--- src/dstc_pkg.sv ---
package dstc_pkg;
  localparam int          REG_AW          = 4;
  localparam logic [3:0]  MEMCTL_OFFSET   = 4'h0;
  localparam logic [3:0]  STATUS_OFFSET   = 4'h4;
  localparam logic [31:0] MEMCTL_RESET    = 32'h00000000;
  localparam logic [31:0] MEMCTL_WMASK    = 32'hf8bbffff;
  localparam int          ROW_OPEN_BIT    = 31;
  localparam int          INIT_CMD_BIT    = 30;
  localparam int          TRC_LSB         = 27;
  localparam int          CAS_NEG_BIT     = 23;
  localparam int          TPC_LSB         = 19;
  localparam int          RCD_LSB         = 16;
  localparam int          TRWL_LSB        = 13;
  localparam int          TRAS_LSB        = 10;
  localparam int          CNT_W           = 6;
  localparam logic [5:0]  TRAS_DRAM_BASE  = 6'h02;
  localparam logic [5:0]  TRAS_SDRAM_BASE = 6'h04;
  localparam logic [5:0]  RCD_DRAM_BASE   = 6'h02;
  localparam logic [5:0]  RCD_SDRAM_BASE  = 6'h01;
  typedef enum logic [2:0] {
    DSTC_IDLE, DSTC_ACTIVE, DSTC_WRITE, DSTC_REFRESH, DSTC_PRECHARGE
  } dstc_evt_t;
endpackage

--- src/dstc_gap_counter.sv ---
`timescale 1ns/1ps
module dstc_gap_counter
  import dstc_pkg::*;
#(
  parameter int W = dstc_pkg::CNT_W
)(
  input  wire logic         clk_i,    // clock
  input  wire logic         rstn_i,   // sync reset, active low
  input  wire logic         load_i,   // start hold-off
  input  wire logic [W-1:0] count_i,  // cycles to hold
  output logic              busy_o    // hold-off running
);
  if (W < 6)
  begin
    $error("counter width too small");
  end
  logic [W-1:0] cnt_r;
  logic [W-1:0] cnt_nxt;
  always_comb
  begin
    cnt_nxt = cnt_r;
    if (load_i)
      cnt_nxt = count_i;
    else if (cnt_r != '0)
      cnt_nxt = cnt_r - 1'b1;
  end
  always_ff @(posedge clk_i)
  begin
    if (!rstn_i)
      cnt_r <= '0;
    else
      cnt_r <= cnt_nxt;
  end
  assign busy_o = (cnt_r != '0);
endmodule

--- src/dstc_timing_decode.sv ---
`timescale 1ns/1ps
module dstc_timing_decode
  import dstc_pkg::*;
(
  input  wire logic [31:0] cfg_i,       // memory_control value
  input  wire logic        sdram_i,     // sdram interface chosen
  output logic [5:0]       refr_end_o,  // precharge after refresh
  output logic [5:0]       cas_neg_o,   // cas negation cycles
  output logic [5:0]       prech_o,     // precharge period
  output logic [5:0]       rcd_o,       // row to column delay
  output logic [5:0]       wpd_o,       // write precharge delay
  output logic [5:0]       ras_ref_o    // refresh row assert
);
  function automatic logic [5:0] fld3(input logic [31:0] v, input int lsb);
    fld3 = {3'h0, v[lsb +: 3]};
  endfunction
  always_comb
  begin
    refr_end_o = 6'(fld3(cfg_i, TRC_LSB) * 3);
    cas_neg_o  = cfg_i[CAS_NEG_BIT] ? 6'h02 : 6'h01;
    prech_o    = fld3(cfg_i, TPC_LSB) + (sdram_i ? 6'h01 : 6'h00);
    rcd_o      = {4'h0, cfg_i[RCD_LSB +: 2]}
                 + (sdram_i ? RCD_SDRAM_BASE : RCD_DRAM_BASE);
    wpd_o      = sdram_i ? fld3(cfg_i, TRWL_LSB) + 6'h01 : 6'h00;
    ras_ref_o  = fld3(cfg_i, TRAS_LSB)
                 + (sdram_i ? TRAS_SDRAM_BASE : TRAS_DRAM_BASE);
  end
endmodule

--- src/dstc_top.sv ---
// The plain strobed port and the register addresses were left to the implementer.
`timescale 1ns/1ps
module dstc_top
  import dstc_pkg::*;
(
  input  wire logic                        MCLK_I,       // bus clock
  input  wire logic                        RSTN_I,       // power-on reset
  input  wire logic [dstc_pkg::REG_AW-1:0] ADDR_I,       // register address
  input  wire logic [31:0]                 WDATA_I,      // write data
  input  wire logic                        WR_I,         // write strobe
  input  wire logic                        RD_I,         // read strobe
  input  wire logic                        SDRAM_SEL_I,  // sdram interface
  input  wire logic                        EVT_ACT_I,    // bank active done
  input  wire logic                        EVT_WR_I,     // write cycle done
  input  wire logic                        EVT_REF_I,    // refresh done
  input  wire logic                        EVT_PRE_I,    // precharge done
  output logic [31:0]                      RDATA_O,      // read data
  output logic                             ROW_OPEN_O,   // row open mode
  output logic                             INIT_MRS_O,   // init command
  output logic [5:0]                       CAS_NEG_O,    // cas negate cyc
  output logic [5:0]                       RCD_O,        // ras-cas cycles
  output logic                             ACT_HOLD_O,   // block active
  output logic                             PRE_HOLD_O    // block precharge
);
  import dstc_pkg::*;

  logic [31:0] memctl_r;
  logic [31:0] memctl_nxt;
  logic [31:0] rdata_r;
  logic [31:0] rdata_nxt;
  logic        row_open_r;
  logic        init_mrs_r;
  logic [5:0]  cas_neg_r;
  logic [5:0]  rcd_r;
  logic        act_hold_r;
  logic        pre_hold_r;
  logic [5:0]  refr_end;
  logic [5:0]  cas_neg;
  logic [5:0]  prech;
  logic [5:0]  rcd;
  logic [5:0]  wpd;
  logic [5:0]  ras_ref;
  logic        act_load;
  logic [5:0]  act_count;
  logic        pre_load;
  logic [5:0]  pre_count;
  logic        act_busy;
  logic        pre_busy;
  logic [5:0]  status;

  // register file, reset only by power-on reset
  always_comb
  begin
    memctl_nxt = memctl_r;
    if (WR_I && ADDR_I == MEMCTL_OFFSET)
      memctl_nxt = WDATA_I & MEMCTL_WMASK;
  end

  always_comb
  begin
    rdata_nxt = 32'h00000000;
    if (RD_I)
    begin
      case (ADDR_I)
        MEMCTL_OFFSET: rdata_nxt = memctl_r;
        STATUS_OFFSET: rdata_nxt = {26'h0, status};
        default:       rdata_nxt = 32'h00000000;
      endcase
    end
  end

  assign status = {4'h0, pre_busy, act_busy};

  dstc_timing_decode u_dec (
    .cfg_i      (memctl_r),
    .sdram_i    (SDRAM_SEL_I),
    .refr_end_o (refr_end),
    .cas_neg_o  (cas_neg),
    .prech_o    (prech),
    .rcd_o      (rcd),
    .wpd_o      (wpd),
    .ras_ref_o  (ras_ref)
  );

  // hold-off load selection; for the active hold refresh wins over write, write over precharge
  always_comb
  begin
    act_load  = 1'b0;
    act_count = 6'h00;
    pre_load  = 1'b0;
    pre_count = 6'h00;
    if (EVT_REF_I)
    begin
      act_load  = 1'b1;
      act_count = SDRAM_SEL_I ? 6'(ras_ref + refr_end) : refr_end;
    end
    else if (EVT_WR_I && SDRAM_SEL_I && !memctl_r[ROW_OPEN_BIT])
    begin
      act_load  = 1'b1;
      act_count = 6'(prech + wpd);
    end
    else if (EVT_PRE_I)
    begin
      act_load  = 1'b1;
      act_count = prech;
    end
    if (EVT_WR_I && SDRAM_SEL_I && memctl_r[ROW_OPEN_BIT])
    begin
      pre_load  = 1'b1;
      pre_count = wpd;
    end
  end

  dstc_gap_counter #(.W(CNT_W)) u_act (
    .clk_i   (MCLK_I),
    .rstn_i  (RSTN_I),
    .load_i  (act_load),
    .count_i (act_count),
    .busy_o  (act_busy)
  );

  dstc_gap_counter #(.W(CNT_W)) u_pre (
    .clk_i   (MCLK_I),
    .rstn_i  (RSTN_I),
    .load_i  (pre_load),
    .count_i (pre_count),
    .busy_o  (pre_busy)
  );

  always_ff @(posedge MCLK_I)
  begin
    if (!RSTN_I)
    begin
      memctl_r   <= MEMCTL_RESET;
      rdata_r    <= 32'h00000000;
      row_open_r <= 1'b0;
      init_mrs_r <= 1'b0;
      cas_neg_r  <= 6'h01;
      rcd_r      <= RCD_DRAM_BASE;
      act_hold_r <= 1'b0;
      pre_hold_r <= 1'b0;
    end
    else
    begin
      memctl_r   <= memctl_nxt;
      rdata_r    <= rdata_nxt;
      row_open_r <= memctl_r[ROW_OPEN_BIT];
      init_mrs_r <= memctl_r[INIT_CMD_BIT];
      cas_neg_r  <= cas_neg;
      rcd_r      <= rcd;
      act_hold_r <= act_load | act_busy;
      pre_hold_r <= pre_load | pre_busy;
    end
  end

  assign RDATA_O    = rdata_r;
  assign ROW_OPEN_O = row_open_r;
  assign INIT_MRS_O = init_mrs_r;
  assign CAS_NEG_O  = cas_neg_r;
  assign RCD_O      = rcd_r;
  assign ACT_HOLD_O = act_hold_r;
  assign PRE_HOLD_O = pre_hold_r;

  a_reset_clears: assert property (@(posedge MCLK_I)
    !RSTN_I |=> memctl_r == 32'h00000000)
    else $error("register not cleared by reset");

  a_reserved_zero: assert property (@(posedge MCLK_I)
    disable iff (!RSTN_I) (memctl_r & ~MEMCTL_WMASK) == 32'h0)
    else $error("reserved bits set");

  a_rowopen_follow: assert property (@(posedge MCLK_I)
    disable iff (!RSTN_I) ##1 ROW_OPEN_O == $past(memctl_r[31]))
    else $error("row open output wrong");

  a_initcmd_follow: assert property (@(posedge MCLK_I)
    disable iff (!RSTN_I) ##1 INIT_MRS_O == $past(memctl_r[30]))
    else $error("init command output wrong");

  a_cas_range: assert property (@(posedge MCLK_I)
    disable iff (!RSTN_I) ##1
    CAS_NEG_O == ($past(memctl_r[23]) ? 6'h02 : 6'h01))
    else $error("cas negation wrong");

  a_rcd_dram: assert property (@(posedge MCLK_I)
    disable iff (!RSTN_I) !SDRAM_SEL_I |-> rcd == memctl_r[17:16] + 6'h02)
    else $error("dram rcd wrong");

  a_write_hold: assert property (@(posedge MCLK_I)
    disable iff (!RSTN_I)
    (EVT_WR_I && SDRAM_SEL_I && !memctl_r[31] && !EVT_REF_I)
    |=> ACT_HOLD_O [*2])
    else $error("active not held after write");

  a_pre_hold: assert property (@(posedge MCLK_I)
    disable iff (!RSTN_I) (EVT_WR_I && SDRAM_SEL_I && memctl_r[31])
    |=> PRE_HOLD_O)
    else $error("precharge not held after write");

  a_wpd_dram_none: assert property (@(posedge MCLK_I)
    disable iff (!RSTN_I) !SDRAM_SEL_I |-> wpd == 6'h00)
    else $error("write delay used on dram");

  a_refr_end: assert property (@(posedge MCLK_I)
    disable iff (!RSTN_I) refr_end == 6'(memctl_r[29:27] * 3))
    else $error("refresh end precharge wrong");

  a_write_lands: assert property (@(posedge MCLK_I)
    disable iff (!RSTN_I) (WR_I && ADDR_I == MEMCTL_OFFSET)
    |=> memctl_r == ($past(WDATA_I) & MEMCTL_WMASK))
    else $error("register write not taken");

  a_memctl_kept: assert property (@(posedge MCLK_I)
    disable iff (!RSTN_I) !(WR_I && ADDR_I == MEMCTL_OFFSET)
    |=> $stable(memctl_r))
    else $error("register changed without write");

  a_read_value: assert property (@(posedge MCLK_I)
    disable iff (!RSTN_I) (RD_I && ADDR_I == MEMCTL_OFFSET)
    |=> RDATA_O == $past(memctl_r))
    else $error("read data wrong");

  a_read_reserved: assert property (@(posedge MCLK_I)
    disable iff (!RSTN_I) RD_I
    |=> (RDATA_O & ~MEMCTL_WMASK) == 32'h0)
    else $error("reserved bits read nonzero");

  a_rdata_idle: assert property (@(posedge MCLK_I)
    disable iff (!RSTN_I) !RD_I
    |=> RDATA_O == 32'h0)
    else $error("read data not cleared");

  a_dram_prech: assert property (@(posedge MCLK_I)
    disable iff (!RSTN_I) (EVT_PRE_I && !EVT_REF_I && !SDRAM_SEL_I)
    |-> act_count == {3'h0, memctl_r[21:19]})
    else $error("dram precharge count wrong");

  a_sdram_prech: assert property (@(posedge MCLK_I)
    disable iff (!RSTN_I)
    (EVT_PRE_I && SDRAM_SEL_I && !EVT_REF_I && !EVT_WR_I)
    |-> act_count == {3'h0, memctl_r[21:19]} + 6'h01)
    else $error("sdram precharge count wrong");

  a_sdram_rcd: assert property (@(posedge MCLK_I)
    disable iff (!RSTN_I) SDRAM_SEL_I
    |-> rcd == {4'h0, memctl_r[17:16]} + 6'h01)
    else $error("sdram rcd wrong");

  a_wpd_sdram: assert property (@(posedge MCLK_I)
    disable iff (!RSTN_I) SDRAM_SEL_I
    |-> wpd == {3'h0, memctl_r[15:13]} + 6'h01)
    else $error("write delay wrong");

  a_dram_refresh: assert property (@(posedge MCLK_I)
    disable iff (!RSTN_I) (EVT_REF_I && !SDRAM_SEL_I)
    |-> act_count == 6'(memctl_r[29:27] * 3))
    else $error("dram refresh count wrong");

  a_sdram_refresh: assert property (@(posedge MCLK_I)
    disable iff (!RSTN_I) (EVT_REF_I && SDRAM_SEL_I)
    |-> act_count == {3'h0, memctl_r[12:10]} + 6'h04
    + 6'(memctl_r[29:27] * 3))
    else $error("sdram refresh count wrong");

  a_auto_write: assert property (@(posedge MCLK_I)
    disable iff (!RSTN_I)
    (EVT_WR_I && SDRAM_SEL_I && !memctl_r[31] && !EVT_REF_I)
    |-> act_count == {3'h0, memctl_r[21:19]}
    + {3'h0, memctl_r[15:13]} + 6'h02)
    else $error("write hold count wrong");

  a_rowopen_write: assert property (@(posedge MCLK_I)
    disable iff (!RSTN_I) (EVT_WR_I && SDRAM_SEL_I && memctl_r[31])
    |-> pre_count == {3'h0, memctl_r[15:13]} + 6'h01)
    else $error("row open write count wrong");

  a_dram_no_pre: assert property (@(posedge MCLK_I)
    disable iff (!RSTN_I) !SDRAM_SEL_I
    |-> !pre_load)
    else $error("precharge hold started on dram");

  a_act_ignored: assert property (@(posedge MCLK_I)
    disable iff (!RSTN_I)
    (EVT_ACT_I && !EVT_REF_I && !EVT_WR_I && !EVT_PRE_I && !act_busy)
    |=> !ACT_HOLD_O)
    else $error("bank active started a hold");

  a_act_release: assert property (@(posedge MCLK_I)
    disable iff (!RSTN_I) (!act_load && !act_busy)
    |=> !ACT_HOLD_O)
    else $error("active hold not released");

  a_pre_release: assert property (@(posedge MCLK_I)
    disable iff (!RSTN_I) (!pre_load && !pre_busy)
    |=> !PRE_HOLD_O)
    else $error("precharge hold not released");
endmodule

--- config.mk ---
export PLATFORM = sky130hd
export DESIGN_NAME = dstc_top
export DESIGN_NICKNAME = d
export VERILOG_FILES = /design/src/dstc_pkg.sv /design/src/dstc_gap_counter.sv /design/src/dstc_timing_decode.sv /design/src/dstc_top.sv
export SDC_FILE = /design/constraint.sdc
export NUM_CORES = 1
export LEC_CHECK = 0
export ABC_CLOCK_PERIOD_IN_PS = 4800
export BUFFER_PORTS_ARGS = -buffer_cell sky130_fd_sc_hd__buf_2
export CAP_MARGIN = 20
export CELL_PAD_IN_SITES_DETAIL_PLACEMENT = 0
export CELL_PAD_IN_SITES_GLOBAL_PLACEMENT = 2
export CORE_MARGIN = 4
export CORE_UTILIZATION = 35
export CTS_CLUSTER_DIAMETER = 30
export DETAILED_ROUTE_END_ITERATION = 7
export MAX_ROUTING_LAYER = met4
export PLACE_DENSITY = 0.9
export SYNTH_ARGS = -nofsm -noshare
export SYNTH_HDL_FRONTEND = slang
export SYNTH_HIERARCHICAL = 1
export SYNTH_SLANG_ARGS = --single-unit
export TNS_END_PERCENT = 1
--- constraint.sdc ---
create_clock -name MCLK_I -period 4.8 [get_ports MCLK_I]
set_input_delay 0.24 -clock MCLK_I [delete_from_list [all_inputs] [get_ports MCLK_I]]
set_output_delay 0.24 -clock MCLK_I [all_outputs]
set_load 0.02 [all_outputs]
# == Word-level counts from Yosys, hierarchy flattened ==
# Cells that the tools add are included.
# totals
wordCells,52
ff_bits,87
out_inout_bits,48
in_bits,45
# classes
n_mux,19
reduce_logical,11
multipliers,1
eq_ne,1
n_addsub,8
bitwise,2
# op_table
operator,count
$pmux 32 s2,1
$mux 6,10
$add 3x6->6,2
$reduce_bool 6->1,2
$sub 6x1->6 const B,2
$add 2x6->6,1
$add 6x5->6,1
$add 6x6->6,1
$mul 3x2->5 const B,1
$mux 1,5
$add 3x1->4 const B,1
$eq 4x3->1 const B,1
$logic_and 1x1->1,4
$logic_not 4->1,1
$mux 2,2
$reduce_bool 2->1,2
$mux 3,1
$or 1x1->1,2
$reduce_and 2->1,1
$logic_not 1->1,1

# == Longest topological paths before layout ==
# depth
word_depth,6
ltp_mapped,12
depth_no_buf,12

# == Hierarchy ==
# Netlist, hierarchy kept.
# modules_own_cells
module,instances,cells_each,seq_area_each_um2,area_per_inst_um2
dstc_top,1,314,1401.3,2899.0
dstc_gap_counter,2,43,120.1,359.1
dstc_timing_decode,1,42,0.0,357.8

# == Least setup slack after synthesis ==
# No wires, ideal clock.
# synth_path
path_type,register to register
from,register memctl_r[28]
to,register u_act.cnt_r[5]
required_time_ps,4730
synth_period_minus_slack_ps,2480
arrival_ps,2410
stages_incl_launch_ff,13
setup_time_ps,70
slack_ps,2320
path_buffers,0
cell_sequence,dfxtp_1 -> ha_1 -> inv_1 -> fa_1 -> inv_1 -> ha_1 -> o21ai_0 -> or4b_1 -> o211ai_2 -> xnor2_1 -> a21oi_2 -> o21ai_0 -> a21oi_1
# synth_via
elab_chain_len,5
# synth_rtl
element,line,rtl
start: declaration,dstc_top.sv:27,logic [31:0] memctl_r;
start signal: assignment,dstc_top.sv:145,memctl_r <= memctl_nxt;
$mul 3x2->5,dstc_timing_decode.sv:19,"refr_end_o = 6'(fld3(cfg_i, TRC_LSB) * 3);"
net refr_end[2],dstc_top.sv:37,logic [5:0] refr_end;
$add 6x5->6,dstc_top.sv:95,act_count = SDRAM_SEL_I ? 6'(ras_ref + refr_end) : refr_end;
$mux 6,dstc_top.sv:95,
$mux 6,dstc_top.sv:92,if (EVT_REF_I)
net act_count[5],dstc_top.sv:44,logic [5:0] act_count;
$mux 6,dstc_gap_counter.sv:22,if (load_i)
end signal: assignment,dstc_gap_counter.sv:32,cnt_r <= cnt_nxt;
end: declaration,dstc_gap_counter.sv:17,logic [W-1:0] cnt_r;
# The timed path passes the listed nets, and every way through them passes these cells.
# A chain may end at the register's enable or synchronous reset.

# == Final worst setup path ==
# Ends and elaborated chain as after synthesis.

==> impl_metrics.csv <==
group,metric,value,unit
outcome,status,"complete, no violations",
clock_network,cts_tree,"built",
floorplanning,ioPinCount,93,
power_and_ir_drop,ir_drop,0.000237,V
routing,drc_errors,0,
finish,layout-drive-gt1-share,20.3,%
floorplanning,area_of_the_core_region,11000,µm²
floorplanning,effective_utilization_at_floorplan,36.2,%
critical_path,timing.critical_path.fanout_max,5,
global_route,grt_antenna_before_repair,0,
critical_path,worst_path_max_delay_cell,"sky130_fd_sc_hd__or4b_1",
finish,filler_cell_count,1089,
synthesis,syn_area,3980,µm²
clock_network,number_of_hold_buffers_added_after_cts,0,
critical_path,crit_path_end_kind,"flop",
clock_network,clock_tree.root_cell,"sky130_fd_sc_hd__clkbuf_16",
synthesis,synth-edff-count,0,
global_route,largest_net_degree_at_the_start_of_global_routing,66,
clock_network,post_cts_repair_setup_buffers,0,
clock_network,cts_buffer_depth,2,
routing,wl_per_cell,13.1,µm
critical_path,critical_path_required,5.06,ns
clock_network,cts-htree-levels,3,
finish,diodes,0,
timing,timing.final.setup_violations,0,
floorplanning,rows,38,
synthesis,synth_area_per_cell,8.99,µm²
synthesis,yosys_warnings,6,
critical_path,worst_r2r_path_depth,12,
clock_network,numClockSinks,82,
finish,postLayoutCellArea,4730,µm²
worst_hold_path,timing.hold.worst_path_depth,3,
clock_network,clk-insertion-delay-late,0.33,ns
power_and_ir_drop,totalPowerFinal,1.78,mW
routing,routed-via-count,3091,
critical_path,path_class,"reg2reg",
timing,hold_viol_final,0,
routing,firstDrtPassIters,4,
routing,detail_route.iter0.violations,114,
global_route,grt_first_pass_wirelength,14.4,mm
critical_path,number_of_buffer_and_inverter_instances_along_the_worst_setup_path,1,
routing,final_antenna_net_count,0,
placement,place.gp.congestion,0.811,
routing,route.final.wire_length,8.59,mm
critical_path,timing.critical_path.max_delay_family,"adder cells",
power_and_ir_drop,cellPowerDensity,376,nW/µm²
clock_network,number_of_buffers_created_by_cts,9,
synthesis,synth_sequential_area_ratio,41.3,%
floorplanning,die_w,115,µm
synthesis,synthDistinctLibCells,49,
timing,tns,0,ns
timing,fmaxAchievable,371,MHz
timing,final.period_utilization,56.1,%
synthesis,ys_dominant_reg_cell,"sky130_fd_sc_hd__dfxtp_1",
timing,shortest_clock_period_the_worst_path_allows_after_layout,2.69,ns
global_route,track_usage,13.9,%
floorplanning,dieHeight,115,µm
floorplanning,fp.dieArea,13100,µm²
placement,numPortBuffers,81,
routing,post_drt_via_cell_ratio,4.70,
synthesis,synth_async_sr_flop_share,0,%
critical_path,worst-path-stages,12,
finish,net_count_reported_at_finish,584,
synthesis,netlist_instances,442,
timing,worst-slew-pin-transition,1.01,ns
global_route,first_global_vias,3090,
critical_path,start_kind,"flop",
finish,synthToLayoutAreaGrowth,19.0,%
global_route,grt-ovfl-total,0,
critical_path,timing.critical_path.cells,"ha_1 > inv_1 > fa_1 > xnor2_1 > ha_1 > o21ai_0 > or4b_1 > o211ai_2 > xnor2_1 > a21oi_2 > o21ai_0 > a21oi_1",
clock_network,post_cts_resize_count,0,
flow_run,timing.max_cap.violations,0,
placement,place.detailed.hpwl,6.27,mm
power_and_ir_drop,static-leakage-power,2.10,nW
synthesis,ys_ff_latch,82,
timing,holdWs,0.140,ns
timing,final_max_slew_viol_count,0,
timing,timing.slew.headroom,32.9,%
placement,placed_area,4400,µm²
timing,setup_repair_after_global_routing_missed_its_margin,"no",
critical_path,critPathArrivalTime,2.95,ns
clock_network,cts.reportedPaths.clkPinSlew,0.06,ns
worst_hold_path,holdCritPathClass,"in2reg",
critical_path,cp_slowest_stage_delay,0.49,ns
timing,final.setup_skew,0.00600,ns
==> synthesized netlist by cell type, drive strengths merged (2+ instances only) <==
cell type | n | area (µm²)
dfxtp | 82 | 1640
nand2 | 59 | 221
and2 | 45 | 282
buf | 30 | 205
a21boi | 29 | 218
ha | 21 | 263
inv | 20 | 75.1
o21ai | 15 | 75.1
nand3 | 13 | 65.1
clkbuf | 11 | 41.3
nor2 | 11 | 41.3
o211ai | 11 | 87.6
xnor2 | 9 | 78.8
a21oi | 8 | 43.8
a211oi | 6 | 45.0
and3 | 6 | 37.5
fa | 5 | 100
nand2b | 5 | 31.3
nor3 | 5 | 25.0
o21a | 5 | 37.5
or2 | 4 | 30.0
xor2 | 4 | 35.0
a311oi | 3 | 26.3
mux2i | 3 | 30.0
nor2b | 3 | 18.8
or3 | 3 | 18.8
a21o | 2 | 15.0
a31oi | 2 | 12.5
and4 | 2 | 18.8
conb | 2 | 7.51
nand3b | 2 | 15.0
nor3b | 2 | 15.0
o2111ai | 2 | 17.5
o31ai | 2 | 15.0
or4 | 2 | 15.0
or4b | 2 | 20.0
==> report_power, final <==
group	switching [mW]	total [mW]	internal, mW
clock	0.271	0.745	0.474
sequential	0.0275	0.746	0.719
combinational	0.158	0.287	0.129
total	0.457	1.78	1.32
==> state kept, by name (all words and copies together) (netlist names), 6 cells and up <==
name / flops
u_act/cnt_r: 6
memctl_r: 27
RDATA_O: 27
RCD_O: 6
CAS_NEG_O: 6
u_pre/cnt_r: 6
==> layer usage <==
metal | share of wire (%) | routed length, µm | vias up | global-route usage (%)
li1 | - | - | 1593 | -
met1 | 49 | 4170 | 1436 | 17.6
met2 | 46 | 3920 | 55 | 21.5
met3 | 4.6 | 397 | 7 | 3.75
met4 | 1.1 | 96 | 0 | 4.20
met5 | 0 | 0 | - | -
==> per-stage QoR <==
step / utilization, % / setup slack (ns) / std cells
after global routing: 43.1 / 1.84 / 658
after global placement: 40.0 / 1.82 / 641
after CTS: 43.1 / 2.07 / 658
after detailed placement: 40.1 / 1.76 / 642
after floorplan: - / 2.32 / 459
final: 43.1 / 2.11 / 658
==> path summary, 6_finish.rpt <==
path,from,end,slack [ns]
worst max-delay path,memctl_r[28]$_SDFFE_PN0P_,u_act/cnt_r[5]$_SDFFE_PN0P_,2.11
worst min-delay path,WDATA_I[5],memctl_r[5]$_SDFFE_PN0P_,0.14
worst max register to register,memctl_r[28]$_SDFFE_PN0P_,u_act/cnt_r[5]$_SDFFE_PN0P_,2.11
worst min register to register,memctl_r[3]$_SDFFE_PN0P_,memctl_r[3]$_SDFFE_PN0P_,0.45
==> logic make-up after synthesis <==
group	count (synthesis)	synth area share (%)
other	2	0.189
flip-flops	82	41.3
buffers and inverters	61	8.09
adder cells (fa/ha/maj)	26	9.13
multiplexers	3	0.755
AND/OR/NAND/NOR	169	22.5
AO/OA/AOI/OAI	86	15.1
XOR/XNOR	13	2.86
==> area by class of cell <==
cell class / instances / area, µm² / area share (%)
Clock buffer: 11 / 243 / 5.13
Clock inverter: 5 / 85.1 / 1.80
Inverter: 20 / 75.1 / 1.59
Multi-Input combinational cell: 316 / 2080 / 43.9
Sequential cell: 82 / 1640 / 34.7
Tap cell: 140 / 175 / 3.70
Timing Repair Buffer: 84 / 435 / 9.20
==> placed cells by master (no fill, tap or decap), types with 6 or more instances in the layout <==
master / count
sky130_fd_sc_hd__a211oi_1: 6
sky130_fd_sc_hd__o211ai_1: 10
sky130_fd_sc_hd__xnor2_1: 9
sky130_fd_sc_hd__ha_1: 21
sky130_fd_sc_hd__o21ai_0: 9
sky130_fd_sc_hd__a21oi_1: 7
sky130_fd_sc_hd__and2_1: 45
sky130_fd_sc_hd__nand3_1: 13
sky130_fd_sc_hd__o21ai_1: 6
sky130_fd_sc_hd__a21boi_1: 29
sky130_fd_sc_hd__nor2_1: 11
sky130_fd_sc_hd__nand2_1: 59
sky130_fd_sc_hd__inv_1: 20
sky130_fd_sc_hd__and3_1: 6
sky130_fd_sc_hd__dfxtp_1: 82
sky130_fd_sc_hd__buf_2: 81
sky130_fd_sc_hd__conb_1: 19
sky130_fd_sc_hd__clkbuf_16: 9
==> worst register-to-register path, cell delays in order (launching register included) <==
cell and delay [ns]:
sky130_fd_sc_hd__dfxtp_1 0.40, sky130_fd_sc_hd__ha_1 0.17, sky130_fd_sc_hd__inv_1 0.04, sky130_fd_sc_hd__fa_1 0.37
sky130_fd_sc_hd__xnor2_1 0.17, sky130_fd_sc_hd__ha_1 0.33, sky130_fd_sc_hd__o21ai_0 0.10, sky130_fd_sc_hd__or4b_1 0.49
sky130_fd_sc_hd__o211ai_2 0.10, sky130_fd_sc_hd__xnor2_1 0.10, sky130_fd_sc_hd__a21oi_2 0.12, sky130_fd_sc_hd__o21ai_0 0.08
sky130_fd_sc_hd__a21oi_1 0.15
(Power assumes the default switching activity.)
